File: src/hw/rtcu_pkg.sv
package rtcu_pkg;
  localparam int INSTR_W = 14;
  localparam int DATA_W = 8;
  localparam int ADDR_W = 7;
  localparam int OPC_HI = 13;
  localparam int OPC_LO = 8;
  localparam int DEST_BIT = 7;
  localparam logic [5:0] OPC_ROT_LEFT = 6'h0d;
  localparam logic [5:0] OPC_ROT_RIGHT = 6'h0c;
  localparam logic [7:0] DATA_RST = 8'h00;
  localparam logic [6:0] ADDR_RST = 7'h00;
  typedef enum logic [1:0] {
    RTCU_OP_NONE,
    RTCU_OP_LEFT,
    RTCU_OP_RIGHT
  } rtcu_op_t;
  typedef enum {
    RTCU_Q1,
    RTCU_Q2,
    RTCU_Q3,
    RTCU_Q4
  } rtcu_phase_t;
endpackage

File: src/hw/rtcu_if.sv
`timescale 1ns/100ps
interface rtcu_if;
  import rtcu_pkg::*;
  logic [DATA_W-1:0] operand;
  logic carry_in;
  rtcu_op_t op;
  logic [DATA_W-1:0] result;
  logic carry_out;
  modport core (output operand, output carry_in, output op,
    input result, input carry_out);
  modport shifter (input operand, input carry_in, input op,
    output result, output carry_out);
endinterface

File: src/hw/rtcu_shifter.sv
`timescale 1ns/100ps
module rtcu_shifter
(
  rtcu_if.shifter sif
);
  import rtcu_pkg::*;
  always_comb
  begin
    sif.result = sif.operand;
    sif.carry_out = sif.carry_in;
    unique case (sif.op)
      RTCU_OP_LEFT:
      begin
        sif.result = {sif.operand[DATA_W-2:0], sif.carry_in};
        sif.carry_out = sif.operand[DATA_W-1];
      end
      RTCU_OP_RIGHT:
      begin
        sif.result = {sif.carry_in, sif.operand[DATA_W-1:1]};
        sif.carry_out = sif.operand[0];
      end
      RTCU_OP_NONE:
      begin
        sif.result = sif.operand;
        sif.carry_out = sif.carry_in;
      end
    endcase
  end
endmodule // rtcu_shifter

File: src/hw/rtcu_top.sv
`timescale 1ns/100ps
module rtcu_top
(
  input wire logic clk,
  input wire logic rst_n,
  input wire logic [rtcu_pkg::INSTR_W-1:0] instr,
  input wire logic instr_valid,
  input wire logic [rtcu_pkg::DATA_W-1:0] file_rdata,
  input wire logic carry_in,
  input wire logic zero_in,
  input wire logic digit_carry_in,
  output logic [rtcu_pkg::ADDR_W-1:0] file_addr,
  output logic file_rd,
  output logic file_we,
  output logic [rtcu_pkg::DATA_W-1:0] file_wdata,
  output logic acc_we,
  output logic [rtcu_pkg::DATA_W-1:0] acc_wdata,
  output logic carry_we,
  output logic carry_out,
  output logic zero_out,
  output logic digit_carry_out,
  output logic busy
);
  import rtcu_pkg::*;

  rtcu_if sif ();
  rtcu_shifter u_shifter (.sif(sif));

  rtcu_phase_t phase_reg, phase_next;
  rtcu_op_t op_reg, op_next;
  logic dest_reg, dest_next;
  logic [ADDR_W-1:0] addr_reg, addr_next;
  logic [DATA_W-1:0] operand_reg, operand_next;
  logic [DATA_W-1:0] result_reg, result_next;
  logic cy_reg, cy_next;
  logic rd_reg, rd_next;
  logic fwe_reg, fwe_next;
  logic awe_reg, awe_next;
  logic cwe_reg, cwe_next;
  logic [DATA_W-1:0] wdata_reg, wdata_next;
  logic z_reg, z_next;
  logic dc_reg, dc_next;
  logic busy_reg, busy_next;
  rtcu_op_t dec_op;
  logic dec_hit;

  // Anything that is not a rotate decodes as no operation and never writes.
  always_comb
  begin
    dec_op = RTCU_OP_NONE;
    if (instr[OPC_HI:OPC_LO] == OPC_ROT_LEFT)
      dec_op = RTCU_OP_LEFT;
    else if (instr[OPC_HI:OPC_LO] == OPC_ROT_RIGHT)
      dec_op = RTCU_OP_RIGHT;
  end

  // A word only counts when it is valid and decodes as a rotate.
  assign dec_hit = instr_valid && (dec_op != RTCU_OP_NONE);

  assign sif.operand = operand_reg;
  assign sif.carry_in = cy_reg;
  assign sif.op = op_reg;

  // The four phases always run, so any instruction gets a fixed slot.
  // Phase, decode and the read strobe form the sequencer group.
  always_comb
  begin
    phase_next = phase_reg;
    op_next = op_reg;
    dest_next = dest_reg;
    addr_next = addr_reg;
    rd_next = 1'b0;
    busy_next = busy_reg;
    unique case (phase_reg)
      RTCU_Q1:
      begin
        phase_next = RTCU_Q2;
        op_next = instr_valid ? dec_op : RTCU_OP_NONE;
        dest_next = instr[DEST_BIT];
        addr_next = instr[ADDR_W-1:0];
        busy_next = dec_hit;
        rd_next = dec_hit;
      end
      RTCU_Q2:
      begin
        phase_next = RTCU_Q3;
      end
      RTCU_Q3:
      begin
        phase_next = RTCU_Q4;
      end
      RTCU_Q4:
      begin
        // Busy drops at the write edge, so it never overlaps the write strobes.
        phase_next = RTCU_Q1;
        busy_next = 1'b0;
      end
    endcase
  end

  always_ff @(posedge clk or negedge rst_n)
  begin
    if (!rst_n)
    begin
      phase_reg <= RTCU_Q1;
      op_reg <= RTCU_OP_NONE;
      dest_reg <= 1'b0;
      addr_reg <= ADDR_RST;
      rd_reg <= 1'b0;
      busy_reg <= 1'b0;
    end
    else
    begin
      phase_reg <= phase_next;
      op_reg <= op_next;
      dest_reg <= dest_next;
      addr_reg <= addr_next;
      rd_reg <= rd_next;
      busy_reg <= busy_next;
    end
  end

  // Flags are caught with the operand, so all of them share one instant.
  always_comb
  begin
    operand_next = operand_reg;
    result_next = result_reg;
    cy_next = cy_reg;
    z_next = z_reg;
    dc_next = dc_reg;
    unique case (phase_reg)
      RTCU_Q2:
      begin
        operand_next = file_rdata;
        cy_next = carry_in;
        z_next = zero_in;
        dc_next = digit_carry_in;
      end
      RTCU_Q3:
      begin
        result_next = sif.result;
        cy_next = sif.carry_out;
      end
      // Decode and write phases leave the datapath alone.
      RTCU_Q1, RTCU_Q4:
      begin
      end
    endcase
  end

  always_ff @(posedge clk or negedge rst_n)
  begin
    if (!rst_n)
    begin
      operand_reg <= DATA_RST;
      result_reg <= DATA_RST;
      cy_reg <= 1'b0;
      z_reg <= 1'b0;
      dc_reg <= 1'b0;
    end
    else
    begin
      operand_reg <= operand_next;
      result_reg <= result_next;
      cy_reg <= cy_next;
      z_reg <= z_next;
      dc_reg <= dc_next;
    end
  end

  // Strobes last one clock, so the storage side needs no edge detector.
  // The destination bit makes the two data strobes exclusive.
  always_comb
  begin
    fwe_next = 1'b0;
    awe_next = 1'b0;
    cwe_next = 1'b0;
    wdata_next = wdata_reg;
    if (phase_reg == RTCU_Q4 && op_reg != RTCU_OP_NONE)
    begin
      wdata_next = result_reg;
      cwe_next = 1'b1;
      fwe_next = dest_reg;
      awe_next = !dest_reg;
    end
  end

  always_ff @(posedge clk or negedge rst_n)
  begin
    if (!rst_n)
    begin
      fwe_reg <= 1'b0;
      awe_reg <= 1'b0;
      cwe_reg <= 1'b0;
      wdata_reg <= DATA_RST;
    end
    else
    begin
      fwe_reg <= fwe_next;
      awe_reg <= awe_next;
      cwe_reg <= cwe_next;
      wdata_reg <= wdata_next;
    end
  end

  // Every output is a register, so no decode glitch reaches a pin.
  assign file_addr = addr_reg;
  assign file_rd = rd_reg;
  assign file_we = fwe_reg;
  assign file_wdata = wdata_reg;
  assign acc_we = awe_reg;
  assign acc_wdata = wdata_reg;
  assign carry_we = cwe_reg;
  assign carry_out = cy_reg;
  assign zero_out = z_reg;
  assign digit_carry_out = dc_reg;
  assign busy = busy_reg;
endmodule // rtcu_top
File: config.mk
export PLATFORM = sky130hd
export DESIGN_NAME = rtcu_top
export DESIGN_NICKNAME = d
export VERILOG_FILES = /design/src/hw/rtcu_pkg.sv /design/src/hw/rtcu_if.sv /design/src/hw/rtcu_shifter.sv /design/src/hw/rtcu_top.sv
export SDC_FILE = /design/constraint.sdc
export NUM_CORES = 1
export LEC_CHECK = 0
export BUFFER_PORTS_ARGS = -buffer_cell sky130_fd_sc_hd__buf_2
export CORE_MARGIN = 4
export CORE_UTILIZATION = 45
export CTS_CLUSTER_DIAMETER = 60
export DETAILED_ROUTE_END_ITERATION = 8
export GPL_ROUTABILITY_DRIVEN = 0
export PLACE_DENSITY = 0.74
export SLEW_MARGIN = 25
export SYNTH_ARGS = -nofsm -noshare
export SYNTH_HDL_FRONTEND = slang
export SYNTH_SLANG_ARGS = --single-unit
File: constraint.sdc
create_clock -name clk -period 1.3 [get_ports clk]
set_input_delay 0.195 -clock clk [delete_from_list [all_inputs] [get_ports clk]]
set_output_delay 0.195 -clock clk [all_outputs]
set_load 0.01 [all_outputs]
======== Yosys cells after proc, flatten, opt, wreduce, memory -nomap -nowiden ========
Cells that the tools add are included.
cells by class
  $lt $le $gt $ge ......................... 0
  divide/modulo/power cells ............... 0
  mux-type cells .......................... 12
  reductions and logical operators ........ 10
  shifts and indexed selects .............. 0
  multipliers ............................. 0
  bitwise operators ....................... 0
  $add $sub $neg .......................... 0
  equal/unequal tests ..................... 9
operators with widths
  kind                                            number
  case mux 32 bit (4 select lines)                1
  == test 32 x 2 -> 1 bit, second input constant  2
  == test 32 x 1 -> 1 bit, second input constant  1
  == test 32 x 3 -> 1 bit, second input constant  1
  logical NOT 32 bit                              1
  case mux 8 bit (3 select lines)                 1
  == test 6 x 4 -> 1 bit, second input constant   2
  nonzero test 2 bit                              4
  2-to-1 mux 2 bit                                3
  case mux 1 bit (2 select lines)                 3
  2-to-1 mux 1 bit                                4
  == test 2 x 1 -> 1 bit, second input constant   1
  == test 2 bit, second input constant            1
  logical AND 1 bit                               2
  logical NOT 2 bit                               1
  != test 2 bit, second input constant            1
  AND reduction 2 bit                             1
  logical NOT 1 bit                               1
storage, ports and cells
  memories ................................ 0
  bits in registers ....................... 74
  output and inout port bits .............. 31
  word-level logic and storage cells ...... 46
  memory bits (writable) .................. 0
  bits of input ports ..................... 28
  latch bits .............................. 0
  memory bits (read-only) ................. 0

======== Depth between registers and ports, before layout ========
Gate-level depths: netlist of run 1.
  depth after elaboration ................. 6
  depth in mapped cells ................... 6
  gate-level depth less buffers ........... 5

======== Modules after synthesis ========
Synthesis of run 1 repeated with hierarchy kept, for this count alone.
unflattened totals
  cell total of the unflattened synthesis .. 147
  area total of the unflattened synthesis .. 2026.9 µm²
modules (own cells, without submodules)
  module        sequential area each (µm²)  area each (µm²)  cells each  instances
  rtcu_top      1101.1                      1820.5           117         1
  rtcu_shifter  0.0                         206.4            30          1

======== Worst setup path before layout of run 1 ========
Ideal clock, no wire load.
  path kind ............................... register to register
  from .................................... register phase_reg[0]
  to ...................................... register addr_reg[1] (netlist: file_addr[1])
  clock period less this slack ............ 1.366 ns
  path buffers ............................ 1
  stages on the path, launching flop included .. 5
  setup time .............................. 0.125 ns
  data required time ...................... 1.175 ns
  arrival time ............................ 1.241 ns
  slack ................................... -0.066 ns
  cell sequence ........................... dfrtp_1 > inv_1 > ha_1 > buf_2 > mux2_2
on the way
  cells in the longest elaborated chain, start to end .. 1
ends and longest elaborated chain
  what                    line             RTL
  start, declared         rtcu_top.sv:29   rtcu_phase_t phase_reg, phase_next;
  start signal, assigned  rtcu_top.sv:114  phase_reg <= phase_next;
  logical NOT 32 bit      rtcu_top.sv:74   unique case (phase_reg)
  end signal, assigned    rtcu_top.sv:117  addr_reg <= addr_next;
  end, declared           rtcu_top.sv:32   logic [ADDR_W-1:0] addr_reg, addr_next;
Every way passes these cells.
A chain may end at the register's enable or synchronous reset.

======== Worst setup path after layout of run 1 ========
  from .................................... register phase_reg[1]
  to ...................................... register cy_reg (netlist: carry_out)
on the way
  cells in the longest elaborated chain, start to end .. 3
  elaborated cells between the ends (all ways) .. 6
  those cells by class .................... eq/ne: 3; mux: 1; reduce/logical: 2
ends and longest elaborated chain
  what                                                                  line             RTL
  == test 32 x 2 -> 1 bit or == test 32 x 1 -> 1 bit (tied branches)    rtcu_top.sv:131  unique case (phase_reg)
  != test 2 bit (no source line) or nonzero test 2 bit (tied branches)  n/a
  AND reduction 2 bit (no source line)                                  n/a
  end signal, assigned                                                  rtcu_top.sv:165  cy_reg <= cy_next;
  end, declared                                                         rtcu_top.sv:35   logic cy_reg, cy_next;
Several ways; a longest one is shown, not always the timed one.

==> metrics.txt, run 1 <==
1st-iter DRT viols=41; top cell type by total area after synthesis=dfrtp_1; Max Cap Viol=0; EDFF count, synth=0; Final Worst Setup Slack=-0.05470 ns; fillers=325; largest net degree at the start of global routing=29; Pins Over Slew Limit=0; global-route wire length before repair=5658 um; fin util=60.96%; fin nets=263; ys flop type=dfrtp_1; Slew HR=73.18%; CP Launch Type=register; worst hold path type=input port to register; layout cells sized above 1=46.32%; # rows=23; Critical Path RT=1.49 ns; DP Wirelength=2740 um; Clk pin slew, worst setup/hold paths=0.09 ns; # setup viols final=4; number of synthesized register bits=44; vias per cell=4.915; core area=0.004058 mm2; Syn Nets=199; Storage cell area=0.001102 mm2; H-tree Lvls=2; synthesized cell area=0.001926 mm2; later-pin clock latency in the skew report=0.30 ns; synth-to-layout area growth=28.46%; RSZ-0062 raised after global routing=yes; Top Ports=59; fmax=0.7382 GHz; Initial Util=47.46%; synth warn=0; CP arrival=1.54 ns; P_leak=1.239 nW; most common library cells after synthesis=dfrtp_1 (44), mux2_2 (17), o21ai_0 (17); FFs w/ async S/R, synth=100.0%; # placed instances=269; clock skew=0.008032 ns; multi-input logic area=690.7 um2; part of the Yosys area used for sequential elements=57.18%; Port Buffers=58; Cells after Synth=166; CTS Buf Count=5; WL final=3708 um; count leader, synth=dfrtp_1; Die Y=73.42 um; total gr overflow=0; CTS tree=yes; Yosys top cell area share=57.18%; initial antenna violation count=0; Num Clock Sinks=44; min cycle time layout=1.355 ns; Final Non-Filler Cells=281; wire per inst=13.20 um; routed via count=1381; width of the die=73.42 um; DRC=0; number of diodes=0; Peak supply drop=0.7251 mV; Routed Antenna Nets=0; drt pass-1 iters=4; Final Cycle Share=104.2%; PwrDens=1103 mW/mm2; failing checks=negative setup slack; final hold violation count=0; die area=0.005390 mm2; synth top area cells=dfrtp_1 (57%), mux2_2 (9.9%), o21ai_0 (4.4%); clk buf depth=2; vias in the first global route=1285; syn_area_per_cell=11.60 um2; CTS root buf=clkbuf_8; Netlist cell types=24; crit-path max FO=5; Worst Max-Slew Pin Slew=0.4023 ns; GRT Overall Usage=13.78%; CP Capture Type=register; status=finished, violations left; WS Path Type=register to register
[routing by layer]
layer	routed length [um]	track usage, %	share of wire [%]	vias to the layer above
met4	95	6.640	2.6	0
met3	253	3.694	6.8	7
met2	1736	22.14	47	41
met5	0	0	0	-
li1	-	-	-	684
met1	1622	17.17	44	649
[cell type report]
type | instances | share of cell area [%]
flip-flops and latches | 44 | 44.56
multi-input cells | 92 | 27.92
repair buffers | 72 | 18.11
clock buffers | 5 | 2.782
well taps | 50 | 2.529
inverters | 15 | 2.377
clock inverters | 3 | 1.720
[power by group]
group / switching (mW) / internal (mW)
clock: 0.460 / 0.568
combinational: 0.114 / 0.119
sequential: 0.0378 / 1.43
[cells by family (layout without fill, tap and decap cells)]
kind of cell,count (synthesis),in the layout,share of synthesized area [%]
AOI/OAI and AO/OA,40,40,12.67
and+or+nand+nor,30,30,8.188
buffers and inverters,30,95,8.772
adders and majority gates,5,5,3.249
DFF,44,44,57.18
muxes,17,17,9.941
[placed cells by master, fill, tap and decap left out, drive strengths merged]
cell,n
inv,15
o31ai,1
clkinvlp,1
and2,4
a211oi,8
mux2,17
nor2,3
buf,70
nand2,13
o22ai,10
o21ai,20
nand2b,1
and3b,1
bufinv,1
dfrtp,44
nand3b,1
dlygate4sd3,1
ha,5
a221o,1
clkinv,1
nor2b,5
or2,1
clkbuf,6
and4bb,1
[worst paths after layout]
| kind | depth (start not counted) | to | from | slack, ns |
|---|---|---|---|---|
| max reg2reg | 5 | carry_out$_DFFE_PN0P_ | phase_reg[1]$_DFF_PN0_ | -0.05 |
| min in group asynchronous | 2 | dest_reg$_DFFE_PN0P_ | rst_n | 0.35 |
| max in group asynchronous | 3 | operand_reg[7]$_DFFE_PN0P_ | rst_n | 0.47 |
| min | 3 | dest_reg$_DFFE_PN0P_ | instr[7] | 0.11 |
| min reg2reg | 1 | acc_we$_DFF_PN0_ | dest_reg$_DFFE_PN0P_ | 0.43 |
| max | 5 | carry_out$_DFFE_PN0P_ | phase_reg[1]$_DFF_PN0_ | -0.05 |
[through the flow]
stage          hold slack, ns  setup slack, ns  total power [mW]  cell area [um2]   TNS, ns
2_1_floorplan         -0.1006        -0.004134             1.614             1949  -0.01809
4_1_cts                0.1156         -0.05204             2.765             2409   -0.5082
3_3_place_gp           0.1378         -0.02750             1.724             2283  -0.02750
3_5_place_dp           0.1440         -0.05631             1.734             2283   -0.2440
5_1_grt                0.1081          -0.1205             2.861             2474   -0.4345
6_report               0.1130         -0.05470             2.729             2474  -0.06231
[what timing repair did]
| item | 4_1_cts | 5_1_grt |
|---|---|---|
| pin swaps | 0 | 0 |
| hold endpoints to repair | 16 | 0 |
| hold buffers | 1 | 0 |
| cloned | 0 | 1 |
| endpoints found under the setup margin | 20 | 22 |
| resized for setup | 2 | 5 |
| buffers inserted | 0 | 2 |
[critical path, cell delays in order (launching register included)]
cell	delay [ns]
dfrtp_1	0.40
buf_4	0.15
ha_4	0.17
nor2b_4	0.10
and3b_1	0.17
a221o_1	0.25
No activity file was read; power rests on OpenSTA's default activity.
==> run 2, diff against run 1 <==
- CORE_ASPECT_RATIO: not set -> 1.5
==> metrics.txt, run 2 (synthesis gave the netlist of run 1 again) <==
status=finished, violations left; failing checks=negative setup slack; Total Power=2.483 mW; RSZ-0062 raised after global routing=yes; initial antenna violation count=0; met3 WL=141 um; CP arrival=1.52 ns; total gr overflow=0; wire per inst=13.48 um; fin nets=259; CP Launch Type=register; layout cells sized above 1=46.46%; DP Wirelength=2771 um; DRT met1 WL=1379 um; CTS Buf Count=5; Final Worst Setup Slack=-0.04859 ns; Max Cap Viol=0; vias in the first global route=1353; worst hold path type=input port to register; clk buf depth=2; P_leak=1.194 nW; worst-path cell chain=inv_2, ha_2, mux2_2; CP Capture Type=register; CTS tree=yes; WS Path Type=register to register; min cycle time layout=1.349 ns; 1st-iter DRT viols=19; Slew HR=83.12%; # rows=28; most common cell after layout, fill and taps aside=buf_2; crit-path max FO=10; Num Clock Sinks=44; Top Ports=59; worst path buffer plus inverter count=1; Finished Cell Area=0.002394 mm2; synth-to-layout area growth=24.30%; fillers=345; DRC=0; width of the die=61.41 um; Pins Over Slew Limit=0; Clk pin slew, worst setup/hold paths=0.07 ns; max incr delay on CP=0.45 ns; max layer used=met4; CTS root buf=clkbuf_8; fmax=0.7415 GHz; H-tree Lvls=2; largest net degree at the start of global routing=45; dpl cell area=0.002270 mm2; Final Cycle Share=103.7%; CP delay by family, top=flip-flops; Final Non-Filler Cells=271; Worst path slowest cell=dfrtp_2; routed length on met2=2073 um; global-route wire length before repair=5927 um; PwrDens=1037 mW/mm2; most frequent cells in the layout=buf_2 (58), dfrtp_1 (40), mux2_2 (17), o21ai_0 (17), nand2_1 (13); clock skew=0.005858 ns; Initial Util=47.80%; WL final=3652 um; Peak supply drop=1.050 mV; TNS Setup=-0.3206 ns; core area=0.004029 mm2; Routed Antenna Nets=0; Port Buffers=58; # placed instances=263; Hold WS=0.1235 ns; die area=0.005411 mm2; Die Y=88.12 um; routed via count=1347; later-pin clock latency in the skew report=0.29 ns; number of diodes=0; final hold violation count=0; vias per cell=4.970; GRT Overall Usage=14.53%; # setup viols final=8; Critical Path RT=1.47 ns; Worst Max-Slew Pin Slew=0.2517 ns; drt pass-1 iters=4
## run 2: changes by cell type in the layout (fill, tap and decap cells not counted), sizes merged
cell      before  now
buf           70   67
clkinvlp       1    0
bufinv         1    0
## run 2: power by group
| group | switching, mW | total (mW) | internal, mW |
|---|---|---|---|
| combinational | 0.115 | 0.234 | 0.119 |
| sequential | 0.0378 | 1.47 | 1.43 |
| clock | 0.415 | 0.780 | 0.365 |
## run 2: what timing repair did
item / 4_1_cts / 5_1_grt
setup buffers: 0 / 0
pin swaps: 0 / 1
gates resized for setup: 6 / 5
setup endpoints to repair: 18 / 29
hold buffers: 1 / 0
endpoints found under the hold margin: 44 / 0
## run 2: final cells by class
cell class / count / area, um2 / area share [%]
tap: 45 / 56.30 / 2.352
timing repair buffer: 68 / 396.6 / 16.57
clock inverter: 1 / 5.005 / 0.2091
clock buffer: 6 / 72.57 / 3.032
sequential: 44 / 1106 / 46.21
inverter: 15 / 61.31 / 2.561
multi-input combinational: 92 / 695.7 / 29.06
## run 2: worst min-delay path: cells and delay by family
| family | cells | cell delay (ns) |
|---|---|---|
| AO/OA/AOI/OAI | 1 | 0.06 |
| AND/OR/NAND/NOR | 1 | 0.04 |
| buffers and inverters | 1 | 0.08 |
## run 2: final timing paths
check / end / cells past startpoint / start / slack, ns
max: file_addr[2]$_DFFE_PN0P_ / 3 / phase_reg[0]$_DFF_PN0_ / -0.05
min: dest_reg$_DFFE_PN0P_ / 3 / instr[7] / 0.12
max reg2reg: file_addr[2]$_DFFE_PN0P_ / 3 / phase_reg[0]$_DFF_PN0_ / -0.05
min reg2reg: acc_we$_DFF_PN0_ / 1 / dest_reg$_DFFE_PN0P_ / 0.44
max in group asynchronous: op_reg[1]$_DFFE_PN0P_ / 3 / rst_n / 0.66
min in group asynchronous: operand_reg[7]$_DFFE_PN0P_ / 3 / rst_n / 0.40
## run 2: per-layer routing
metal / global-route usage (%) / up-vias
li1: - / 672
met1: 14.72 / 646
met2: 27.17 / 24
met3: 3.835 / 5
met4: 5.598 / 0
met5: 0 / -
## run 2: metrics by stage
step / utilization (%) / setup WS (ns)
after global routing: 59.41 / -0.09505
after detailed placement: 56.34 / -0.09180
after global placement: 56.34 / -0.02208
after floorplan: - / -0.004134
after CTS: 59.13 / -0.05462
final: 59.41 / -0.04859
==> run 3, diff against run 2 <==
- ABC_AREA: not set -> 1
- CORE_UTILIZATION: 45 -> 46
- PLACE_DENSITY: 0.74 -> 0.75
==> metrics.txt, run 3 <==
DP Wirelength=2979 um; WS Path Type=register to register; fin nets=341; later-pin clock latency in the skew report=0.30 ns; routed via count=1711; FFs w/ async S/R, synth=100.0%; Final Worst Setup Slack=0.06556 ns; Slew HR=75.14%; largest net degree at the start of global routing=45; global-route wire length before repair=7044 um; number of diodes=0; initial antenna violation count=0; Hold Path Depth=3; # rows=29; 1st-iter DRT viols=54; number of synthesized register bits=44; Worst Hold Path EP=file_addr[4]$_DFFE_PN0P_; count leader, synth=nand2_1; most common cell after layout, fill and taps aside=nand2_1; Die Y=90.17 um; crit-path max FO=3; CP arrival=1.48 ns; Routed Antenna Nets=0; most common library cells after synthesis=nand2_1 (101), dfrtp_1 (44), inv_1 (27); core area=0.004282 mm2; RSZ-0062 raised after global routing=no; final hold violation count=0; Syn Nets=277; # setup viols final=0; DRC=0; Pins Over Slew Limit=0; H-tree Lvls=2; TNS Setup=0 ns; top cell type by total area after synthesis=dfrtp_1; status=complete, no violations; WL final=4157 um; synth warn=0; synthesized cell area=0.002071 mm2; hold path start=instr[4]; fmax=0.8101 GHz; CP Capture Type=register; synth top area cells=dfrtp_1 (53%), nand2_1 (18%), inv_1 (4.9%); ys flop type=dfrtp_1; CTS tree=yes; CTS Buf Count=5; layout cells sized above 1=32.69%; clk buf depth=2; Netlist cell types=21; CP Launch Type=register; die area=0.005661 mm2; part of the Yosys area used for sequential elements=53.17%; GRT Overall Usage=15.82%; syn_area_per_cell=8.487 um2; Num Clock Sinks=44; total gr overflow=0; Critical Path RT=1.55 ns; CTS root buf=clkbuf_8; reg-to-reg setup timing slack=0.07 ns; synth-to-layout area growth=23.87%; Yosys top cell area share=53.17%; width of the die=62.78 um; min cycle time layout=1.234 ns; Top Ports=59; Hold WS=0.08549 ns; crit path from=phase_reg[0]$_DFF_PN0_; clock skew=0.01110 ns; FF-to-FF Start=phase_reg[0]$_DFF_PN0_; Worst Max-Slew Pin Slew=0.3715 ns; Initial Util=48.36%; DP Worst Slack=0.003543 ns; vias in the first global route=1648; Cells after Synth=244; drt pass-1 iters=4; worst hold path type=input port to register; fin util=59.91%; Final Cycle Share=94.96%; P_leak=1.461 nW; Port Buffers=58; wire per inst=11.71 um; Worst R2R End=busy$_DFFE_PN0P_; EDFF count, synth=0; Peak supply drop=0.6351 mV; PwrDens=1022 mW/mm2; vias per cell=4.820; Clk pin slew, worst setup/hold paths=0.08 ns; worst-case reg-to-reg path depth=6; Max Cap Viol=0; most frequent cells in the layout=nand2_1 (101), buf_2 (58), dfrtp_1 (42)
[run 3: changes by cell type after synthesis, moves of 8 or more]
| cell | before | now |
|---|---|---|
| o21ai_0 | 17 | 6 |
| o22ai_1 | 10 | 0 |
| nand3_1 | 0 | 11 |
| inv_1 | 14 | 27 |
| nand2_1 | 13 | 101 |
| a211oi_1 | 8 | 0 |
| a21oi_1 | 0 | 9 |
| mux2_2 | 17 | 0 |
[run 3: how the worst max path moves through the flow]
| stage | endpoint | cells past startpoint |
|---|---|---|
| 3_5_place_dp | carry_out$_DFFE_PN0P_ | 6 |
| 4_1_cts | acc_wdata[2]$_DFFE_PN0P_ | 4 |
| 5_1_grt | carry_out$_DFFE_PN0P_ | 6 |
| 2_1_floorplan | result_reg[7]$_DFFE_PN0N_ | 8 |
| 6_report | busy$_DFFE_PN0P_ | 6 |
| 3_3_place_gp | result_reg[6]$_DFFE_PN0N_ | 7 |
[run 3: logic make-up after synthesis]
| logic type | share of synthesized area (%) |
|---|---|
| flip-flops | 53.17 |
| adder cells (fa/ha/maj) | 3.021 |
| buffers and inverters | 11.18 |
| AO/OA/AOI/OAI | 8.036 |
| AND/OR/NAND/NOR | 24.59 |
[run 3: through the flow]
| stage | total power, mW | std cells | instance area [um2] |
|---|---|---|---|
| floorplan | 1.633 | 244 | 2071 |
| global placement | 1.747 | 343 | 2384 |
| detailed placement | 1.758 | 343 | 2384 |
| CTS | 2.640 | 353 | 2499 |
| global route | 2.739 | 355 | 2565 |
| finish | 2.621 | 355 | 2565 |
[run 3: power breakdown]
group | switching [mW] | internal [mW] | leakage (nW) | total (mW)
logic | 0.145 | 0.114 | 0.875 | 0.259
clock network | 0.461 | 0.432 | 0.0445 | 0.892
registers | 0.0394 | 1.43 | 0.542 | 1.47
[run 3: area by class of cell]
cell class / instances / area [um2]
Timing Repair Buffer: 69 / 387.9
Timing Repair inverter: 1 / 7.507
Inverter: 31 / 122.6
Clock inverter: 1 / 7.507
Sequential cell: 44 / 1104
Clock buffer: 7 / 86.33
Fill cell: 388 / 1717
Multi-Input combinational cell: 156 / 792.0
Tap cell: 46 / 57.56
[run 3: worst max-delay path: stages (launching register included)]
cell,delay [ns]
dfrtp_1,0.37
inv_2,0.08
buf_4,0.14
ha_1,0.32
nor2_1,0.11
nand3_1,0.08
nand2_1,0.07
[run 3: timing repair]
action | in CTS | in global routing
endpoints found under the setup margin | 3 | 27
hold buffers | 1 | 0
cloned | 1 | 1
pin swaps | 0 | 0
gates resized for setup | 1 | 15
hold endpoints to repair | 44 | 0
setup buffers | 0 | 1
[run 3: metal layers]
metal / vias up / track usage, % / routed length, um
met3: 6 / 3.865 / 203
met5: - / 0 / 0
met4: 0 / 9.576 / 91
met1: 788 / 16.39 / 1690
li1: 868 / - / -
met2: 49 / 28.23 / 2172
